File: src/rtl/cic_pkg.sv
// Constants, field layouts and carrier type of the capture/compare flag block
//
// Summary of operation
// RULE1 - Period flag sets at timer 1 period
// RULE2 - Period flag holds until software clears
// RULE3 - Direction flag sets at zero, mode 1
// RULE4 - Direction flag holds until software clears
// RULE5 - Capture rising edge sets up flag
// RULE6 - Compare match counting up sets up flag
// RULE7 - Capture falling edge sets down flag
// RULE8 - Down match sets down flag, mode 1
// RULE9 - Enable register bit layout, bits 7..0
// RULE10 - Period enable gates period interrupt
// RULE11 - Direction enable ignored in mode 0
// RULE12 - Rise enable works in both modes
// RULE13 - Fall enable, compare only mode 1
// RULE14 - Compare output drives push-pull initial level
// RULE15 - Initial-level write changes outputs immediately
// RULE16 - Software programs levels before timer start
// RULE17 - Invert bit inverts second unit signal
// RULE18 - Aux level before timer 2, or disabled
// RULE19 - Initial bit gives inactive PWM level
// RULE20 - Trap forces outputs to initial levels
// RULE21 - Even bits channel pins, odd complementary
// RULE22 - Software must clear match flags
// RULE23 - Interrupt is OR of enabled flags
package cic_pkg;
  // ****************************************
  // Register indices, byte address is four times
  // ****************************************
  localparam logic [7:0] CIC_IDX_INIT_LEVELS = 8'hE2;
  localparam logic [7:0] CIC_IDX_IRQ_ENABLES = 8'hD6;
  localparam logic [7:0] CIC_IDX_IRQ_FLAGS = 8'hE5;
  localparam logic [7:0] CIC_IDX_CTRL = 8'hF0;
  localparam int CIC_ADDR_W = 10;
  localparam int CIC_CHANNELS = 3;
  localparam int CIC_OUTS = 6;

  // ****************************************
  // Reset values
  // ****************************************
  localparam logic [7:0] CIC_RST_ENABLES = 8'h00;
  localparam logic [7:0] CIC_RST_FLAGS = 8'h00;
  localparam logic [7:0] CIC_RST_INIT_LEVELS = 8'hFF;
  localparam logic [15:0] CIC_RST_CTRL = 16'h0000;

  // ****************************************
  // Field positions
  // ****************************************
  localparam int CIC_BIT_PERIOD = 7;
  localparam int CIC_BIT_DIRCHG = 6;
  localparam int CIC_BIT_AUX_INIT = 7;
  localparam int CIC_BIT_COMM_INV = 6;
  localparam int CIC_CTRL_MODE = 0;
  localparam int CIC_CTRL_CAPSEL = 1;
  localparam int CIC_CTRL_OUTSEL = 4;
  localparam int CIC_CTRL_BURST = 10;

  // ****************************************
  // Carrier from compare timer 1
  // ****************************************
  typedef struct packed {
    logic period;
    logic zero_rev;
    logic count_up;
    logic running;
    logic [CIC_CHANNELS-1:0] match;
  } cic_t1_evt_t;
endpackage

File: src/rtl/cic_top.sv
// Flags, enables and compare output levels of the capture/compare unit
//
// The Avalon-MM interface to the registers is this design's own decision.
`timescale 1ns/1ns
`default_nettype none
module cic_top (
  input wire logic I_SYS_CLK,
  input wire logic I_RST,
  input wire logic [cic_pkg::CIC_ADDR_W-1:0] I_AVS_ADDRESS,
  input wire logic I_AVS_READ,
  input wire logic I_AVS_WRITE,
  input wire logic [31:0] I_AVS_WRITEDATA,
  input wire logic [3:0] I_AVS_BYTEENABLE,
  output logic [31:0] O_AVS_READDATA,
  output logic O_AVS_WAITREQUEST,
  input wire cic_pkg::cic_t1_evt_t I_T1_EVT,
  input wire logic [cic_pkg::CIC_CHANNELS-1:0] I_CAP_PIN,
  input wire logic [cic_pkg::CIC_OUTS-1:0] I_PWM_ACTIVE,
  input wire logic I_T2_OUT,
  input wire logic I_T2_RUN,
  input wire logic I_AUX_OUT_EN,
  input wire logic I_TRAP_STATE,
  input wire logic [cic_pkg::CIC_OUTS-1:0] I_TRAP_EN,
  output logic [cic_pkg::CIC_OUTS-1:0] O_CMP_OUT,
  output logic [cic_pkg::CIC_OUTS-1:0] O_CMP_OE_N,
  output logic O_AUX_OUT,
  output logic O_IRQ
);
  // ****************************************
  // Bus access
  // ****************************************
  function automatic logic [7:0] lane_merge(input logic [7:0] old_v, input logic [7:0] new_v,
                                            input logic en);
    lane_merge = en ? new_v : old_v;
  endfunction

  logic wait_q, wait_d;
  logic [31:0] rdata_q, rdata_d;
  logic [7:0] idx;
  logic acc_take, wr_take;
  logic wr_en, wr_flags, wr_init, wr_ctrl;

  assign idx = I_AVS_ADDRESS[cic_pkg::CIC_ADDR_W-1:2];
  // Request is answered one cycle after it is first seen
  assign acc_take = (I_AVS_READ || I_AVS_WRITE) && !wait_q;
  assign wr_take = I_AVS_WRITE && !wait_q;
  assign wr_en = wr_take && (idx == cic_pkg::CIC_IDX_IRQ_ENABLES);
  assign wr_flags = wr_take && (idx == cic_pkg::CIC_IDX_IRQ_FLAGS);
  assign wr_init = wr_take && (idx == cic_pkg::CIC_IDX_INIT_LEVELS);
  assign wr_ctrl = wr_take && (idx == cic_pkg::CIC_IDX_CTRL);

  // ****************************************
  // Registers
  // ****************************************
  logic [7:0] en_q, en_d;
  logic [7:0] flags_q, flags_d;
  logic [7:0] init_q, init_d;
  logic [15:0] ctrl_q, ctrl_d;
  logic [7:0] flag_set;

  logic mode1;
  logic [cic_pkg::CIC_CHANNELS-1:0] cap_sel;
  logic [cic_pkg::CIC_OUTS-1:0] out_sel;
  logic burst;
  assign mode1 = ctrl_q[cic_pkg::CIC_CTRL_MODE];
  assign cap_sel = ctrl_q[cic_pkg::CIC_CTRL_CAPSEL +: cic_pkg::CIC_CHANNELS];
  assign out_sel = ctrl_q[cic_pkg::CIC_CTRL_OUTSEL +: cic_pkg::CIC_OUTS];
  assign burst = ctrl_q[cic_pkg::CIC_CTRL_BURST];

  always_comb begin
    wait_d = !((I_AVS_READ || I_AVS_WRITE) && wait_q);
    rdata_d = rdata_q;
    if ((I_AVS_READ || I_AVS_WRITE) && wait_q) begin
      if (idx == cic_pkg::CIC_IDX_IRQ_ENABLES) begin
        rdata_d = {24'h000000, en_q};
      end else if (idx == cic_pkg::CIC_IDX_IRQ_FLAGS) begin
        rdata_d = {24'h000000, flags_q};
      end else if (idx == cic_pkg::CIC_IDX_INIT_LEVELS) begin
        rdata_d = {24'h000000, init_q};
      end else if (idx == cic_pkg::CIC_IDX_CTRL) begin
        rdata_d = {16'h0000, ctrl_q};
      end else begin
        rdata_d = 32'h00000000;
      end
    end
  end

  always_comb begin
    en_d = en_q;
    init_d = init_q;
    ctrl_d = ctrl_q;
    flags_d = flags_q;
    if (wr_en) begin
      en_d = lane_merge(en_q, I_AVS_WRITEDATA[7:0], I_AVS_BYTEENABLE[0]); // RULE9
    end
    if (wr_init) begin
      init_d = lane_merge(init_q, I_AVS_WRITEDATA[7:0], I_AVS_BYTEENABLE[0]); // RULE15
    end
    if (wr_ctrl) begin
      ctrl_d[7:0] = lane_merge(ctrl_q[7:0], I_AVS_WRITEDATA[7:0], I_AVS_BYTEENABLE[0]);
      ctrl_d[15:8] = lane_merge(ctrl_q[15:8], I_AVS_WRITEDATA[15:8], I_AVS_BYTEENABLE[1]);
    end
    if (wr_flags) begin
      flags_d = lane_merge(flags_q, I_AVS_WRITEDATA[7:0], I_AVS_BYTEENABLE[0]); // RULE22
    end
    // Hardware set wins over a software clear in the same cycle
    flags_d = flags_d | flag_set; // RULE2 RULE4
  end

  always_ff @(posedge I_SYS_CLK or posedge I_RST) begin
    if (I_RST) begin
      wait_q <= 1'b1;
      rdata_q <= 32'h00000000;
      en_q <= cic_pkg::CIC_RST_ENABLES;
      flags_q <= cic_pkg::CIC_RST_FLAGS;
      init_q <= cic_pkg::CIC_RST_INIT_LEVELS;
      ctrl_q <= cic_pkg::CIC_RST_CTRL;
    end else begin
      wait_q <= wait_d;
      rdata_q <= rdata_d;
      en_q <= en_d;
      flags_q <= flags_d;
      init_q <= init_d;
      ctrl_q <= ctrl_d;
    end
  end

  assign O_AVS_WAITREQUEST = wait_q;
  assign O_AVS_READDATA = rdata_q;

  // ****************************************
  // Capture pin synchroniser and edges
  // ****************************************
  logic [cic_pkg::CIC_CHANNELS-1:0] cap_s1_q, cap_s2_q, cap_s3_q;
  logic [cic_pkg::CIC_CHANNELS-1:0] rise, fall;
  assign rise = cap_s2_q & ~cap_s3_q;
  assign fall = ~cap_s2_q & cap_s3_q;

  always_ff @(posedge I_SYS_CLK or posedge I_RST) begin
    if (I_RST) begin
      cap_s1_q <= '0;
      cap_s2_q <= '0;
      cap_s3_q <= '0;
    end else begin
      cap_s1_q <= I_CAP_PIN;
      cap_s2_q <= cap_s1_q;
      cap_s3_q <= cap_s2_q;
    end
  end

  // ****************************************
  // Flag set events
  // ****************************************
  always_comb begin
    flag_set = 8'h00;
    flag_set[cic_pkg::CIC_BIT_PERIOD] = I_T1_EVT.period; // RULE1
    flag_set[cic_pkg::CIC_BIT_DIRCHG] = I_T1_EVT.zero_rev && mode1; // RULE3
    for (int c = 0; c < cic_pkg::CIC_CHANNELS; c++) begin
      if (cap_sel[c]) begin
        flag_set[2*c] = rise[c]; // RULE5
        flag_set[2*c+1] = fall[c]; // RULE7
      end else begin
        flag_set[2*c] = I_T1_EVT.match[c] && I_T1_EVT.count_up; // RULE6
        // Down matches only exist when the timer counts both ways
        flag_set[2*c+1] = I_T1_EVT.match[c] && !I_T1_EVT.count_up && mode1; // RULE8
      end
    end
  end

  // ****************************************
  // Interrupt request
  // ****************************************
  logic irq_q, irq_d;
  logic [7:0] en_eff;
  always_comb begin
    en_eff = en_q;
    en_eff[cic_pkg::CIC_BIT_DIRCHG] = en_q[cic_pkg::CIC_BIT_DIRCHG] && mode1; // RULE11
    irq_d = |(flags_q & en_eff); // RULE23 RULE10 RULE12 RULE13
  end

  always_ff @(posedge I_SYS_CLK or posedge I_RST) begin
    if (I_RST) begin
      irq_q <= 1'b0;
    end else begin
      irq_q <= irq_d;
    end
  end
  assign O_IRQ = irq_q;

  // ****************************************
  // Compare outputs
  // ****************************************
  logic [cic_pkg::CIC_OUTS-1:0] out_q, out_d, oe_n_q, oe_n_d;
  logic aux_q, aux_d, t2_seen_q, t2_seen_d;
  logic comm_sig;
  assign comm_sig = I_T2_OUT ^ init_q[cic_pkg::CIC_BIT_COMM_INV]; // RULE17

  always_comb begin
    for (int i = 0; i < cic_pkg::CIC_OUTS; i++) begin
      // Even index is a channel pin, odd its complementary pin
      oe_n_d[i] = !out_sel[i]; // RULE14 RULE21
      if (!out_sel[i] || !I_T1_EVT.running) begin
        out_d[i] = init_q[i]; // RULE14
      end else if (I_TRAP_STATE && I_TRAP_EN[i]) begin
        out_d[i] = init_q[i]; // RULE20
      end else if (burst) begin
        out_d[i] = comm_sig; // RULE17
      end else begin
        // Inactive phase takes the initial level, so a write shows at once
        out_d[i] = I_PWM_ACTIVE[i] ? !init_q[i] : init_q[i]; // RULE19 RULE15
      end
    end
    t2_seen_d = t2_seen_q || I_T2_RUN;
    if (!t2_seen_q || !I_AUX_OUT_EN) begin
      aux_d = init_q[cic_pkg::CIC_BIT_AUX_INIT]; // RULE18
    end else begin
      aux_d = I_T2_OUT;
    end
  end

  always_ff @(posedge I_SYS_CLK or posedge I_RST) begin
    if (I_RST) begin
      out_q <= '1;
      oe_n_q <= '1;
      aux_q <= 1'b1;
      t2_seen_q <= 1'b0;
    end else begin
      out_q <= out_d;
      oe_n_q <= oe_n_d;
      aux_q <= aux_d;
      t2_seen_q <= t2_seen_d;
    end
  end
  assign O_CMP_OUT = out_q;
  assign O_CMP_OE_N = oe_n_q;
  assign O_AUX_OUT = aux_q;

  // ****************************************
  // Bus answer checks
  // ****************************************
  logic rd_ask;
  assign rd_ask = I_AVS_READ && wait_q;
endmodule
`default_nettype wire

File: config.mk
export PLATFORM = sky130hd
export DESIGN_NAME = cic_top
export DESIGN_NICKNAME = d
export VERILOG_FILES = /design/src/rtl/cic_pkg.sv /design/src/rtl/cic_top.sv
export SDC_FILE = /design/constraint.sdc
export NUM_CORES = 1
export LEC_CHECK = 0
export BUFFER_PORTS_ARGS = -buffer_cell sky130_fd_sc_hd__buf_4
export CORE_AREA = 5 5 92 94
export DETAILED_ROUTE_END_ITERATION = 12
export DIE_AREA = 0 0 97 99
export GPL_TIMING_DRIVEN = 0
export PLACE_DENSITY = 0.79
export SYNTH_ARGS = -nofsm -noshare
export SYNTH_HDL_FRONTEND = slang
export SYNTH_SLANG_ARGS = --single-unit
File: constraint.sdc
create_clock -name I_SYS_CLK -period 3.1 [get_ports I_SYS_CLK]
set_clock_uncertainty 0.2 [all_clocks]
set_input_delay 0.465 -clock I_SYS_CLK [delete_from_list [all_inputs] [get_ports I_SYS_CLK]]
set_output_delay 0.465 -clock I_SYS_CLK [all_outputs]
set_load 0.005 [all_outputs]
==> results.yml <==
layout:
  nets: 517
  drive_gt1_share_pct: 39.5
  final_cell_count_no_fill: 548
  final_core_util_pct: 64.3
  antenna_cells: 0
  syn_to_final_growth_pct: 30.1
setup_path:
  cp_data_required_time_ps: 3120
  path_delay_family: "compound AO/OA/AOI/OAI gates"
  critPathKind: "reg -> reg"
  cp.arrival_ps: 2090
  endpoint_kind: "flop"
  crit_fanout: 10
  cp_slowest_cell: "dfstp_2"
  start_kind: "flop"
  path_buf_inv: 2
  slowest_delay_ps: 560
  path_cells: "o21a_1, inv_1, clkbuf_1, a221oi_1, a22oi_1"
detailed_routing:
  via_count: 2947
  dr.pass1.iters: 5
  detail-route-antenna-nets: 0
  drcViolationCount: 0
  routed_wl_um: 8680
  wire_per_inst_um: 15.8
  drtIter0Drc: 147
  viasPerCell: 5.38
power:
  finalPower_mw: 2.19
  leakagePower_nw: 2.33
  powerDensity_nw_per_um2: 449
  ir_worst_vdd_v: 0.000388
floorplanning:
  ios: 123
  initial_core_util_pct: 49.4
  die-area_um2: 9600
  core_region_area_um2: 7570
  rows: 32
  die_height_um: 99
  fp.dieW_um: 97
timing:
  min_period_ps: 2070
  slew_viol_final: 0
  period_share_pct: 66.6
  finalHoldViolCount: 0
  rsz0062_at_grt: "false"
  slew_headroom_pct: 54.6
  fmax_mhz: 484
  worst_pin_slew_ps: 678
  setup_viol: 0
placement:
  portBuffers: 85
  dp_hpwl_um: 6560
  dp_cells: 528
  gp_congestion: 0.866
global_route:
  track_usage_pct: 18.3
  grt_antenna_before_repair: 0
  grt_pass1_wl_um: 14200
  grt_max_degree: 67
  grt_pass1_vias: 2955
  overflow: 0
clock_tree:
  cts_buffers: 9
  cts_sinks: 81
  path_clk_slew_ps: 90
  tritoncts: "yes"
  cts.htree.levels: 3
  cts_root_buf: "clkbuf_8"
  cts_buffer_depth: 2
  post-cts-setup-buffer-count: 0
  clk_latency_ps: 360
synthesis:
  netlist_area_um2: 3740
  ys.flop_type: "dfrtp_1"
  ys_async_sr_fraction_pct: 100
  ys_seq_area_share_pct: 54.9
  avgSynthCellArea_um2: 11.5
  yosysWarningCount: 0
  ys_seq_elements: 81
  syn_inst: 325
  synth_cell_types: 47
  synth_edf_count: 0
run:
  maxCapViolations: 0
status:
  status: "complete, no violations"
hold_path:
  hp-class: "in -> reg"
-- cells by family after synthesis --
family | count (synthesis) | synth area share [%]
other cells | 1 | 0.100
xor+xnor | 1 | 0.234
simple gates | 113 | 15.9
buf+inv | 34 | 5.18
flops | 81 | 54.9
mux | 39 | 12.3
compound gates | 56 | 11.3
-- where the power goes --
group / switching (mW) / internal (mW)
logic: 0.102 / 0.0991
registers: 0.0156 / 1.08
clock network: 0.418 / 0.468
-- state kept, by name, indices dropped and copies added (netlist names), 3 cells and up --
register        flops
cap_s1_q            3
O_AVS_READDATA     16
init_q              8
flags_q             8
ctrl_q             16
O_CMP_OUT           6
en_q                8
O_CMP_OE_N          6
cap_s2_q            3
cap_s3_q            3
-- per-stage QoR --
| stage | area [um^2] | TNS (ps) | worst slack (ps) | hold slack, ps |
|---|---|---|---|---|
| 2_1_floorplan | 3800 | 0 | 391 | 131 |
| 3_3_place_gp | 4560 | -27590 | -473 | 134 |
| 3_5_place_dp | 4590 | 0 | 872 | 141 |
| 4_1_cts | 4860 | 0 | 1020 | 2.59 |
| 5_1_grt | 4870 | 0 | 871 | 83.6 |
| 6_report | 4870 | 0 | 1030 | 101 |
-- cells in the mapped netlist, drive strengths merged, types with 2 or more instances --
cell type / instances / area share [%]
dfrtp: 59 / 39
nand2: 44 / 4.7
mux2: 33 / 11
dfstp: 22 / 15
nor2: 21 / 2.2
buf: 20 / 3.8
nand3: 17 / 2.6
a22oi: 16 / 3.2
a221oi: 9 / 2.1
and2: 8 / 1.3
inv: 8 / 0.80
o21ai: 8 / 1.1
a31oi: 6 / 1.0
a41oi: 6 / 1.4
clkbuf: 6 / 0.60
mux2i: 6 / 1.6
nor3: 6 / 0.80
nand3b: 4 / 0.80
o211ai: 3 / 0.60
o221ai: 3 / 0.70
and3: 2 / 0.33
nor2b: 2 / 0.33
-- worst paths after layout --
| path | from | endpoint | slack, ps | depth (start not counted) |
|---|---|---|---|---|
| max | O_AVS_WAITREQUEST | O_AVS_READDATA[2] | 1030 | 5 |
| min | I_T2_RUN | t2_seen_q | 100 | 2 |
| max reg2reg | O_AVS_WAITREQUEST | O_AVS_READDATA[2] | 1030 | 5 |
| min reg2reg | cap_s1_q[2] | cap_s2_q[2] | 160 | 0 |
| max in group asynchronous | I_RST | O_CMP_OUT[4] | 1690 | 4 |
| min in group asynchronous | I_RST | ctrl_q[0] | 380 | 3 |
-- layer usage --
metal / track usage [%] / up-vias / part of all wire, %
met4: 7.67 / 0 / 2.1
met2: 30.4 / 107 / 50
li1: - / 1390 / -
met1: 22.4 / 1436 / 42
met3: 5.45 / 14 / 5.8
met5: 0 / - / 0
-- cell usage in the layout, fill, tap and decap left out, drive strengths merged, types with 3 or more instances in the layout --
master       instances
inv                 10
nand3               17
a31oi                6
o211ai               3
a221oi               9
clkinv               3
clkbuf              15
and2                 8
dfrtp               59
conb                16
nor3                 6
dlygate4sd3          4
buf                106
o21ai                8
a41oi                6
mux2i                6
o221ai               3
dfstp               22
nand2               44
nand3b               4
mux2                33
nor2                21
a22oi               16
-- cell type report --
cell class / count / area [um^2]
Buffer: 26 / 164
Clock buffer: 9 / 124
Timing Repair Buffer: 90 / 706
Sequential cell: 81 / 2050
Inverter: 8 / 32.5
Fill cell: 605 / 2700
Multi-Input combinational cell: 225 / 1550
Clock inverter: 7 / 111
Tap cell: 102 / 128
-- repair_timing --
action / in CTS / in global routing
hold buffers: 3 / 1
endpoints found under the hold margin: 17 / 1
gates resized for setup: 0 / 0
endpoints found under the setup margin: 0 / 0
Power figures use the tool's default switching activity.
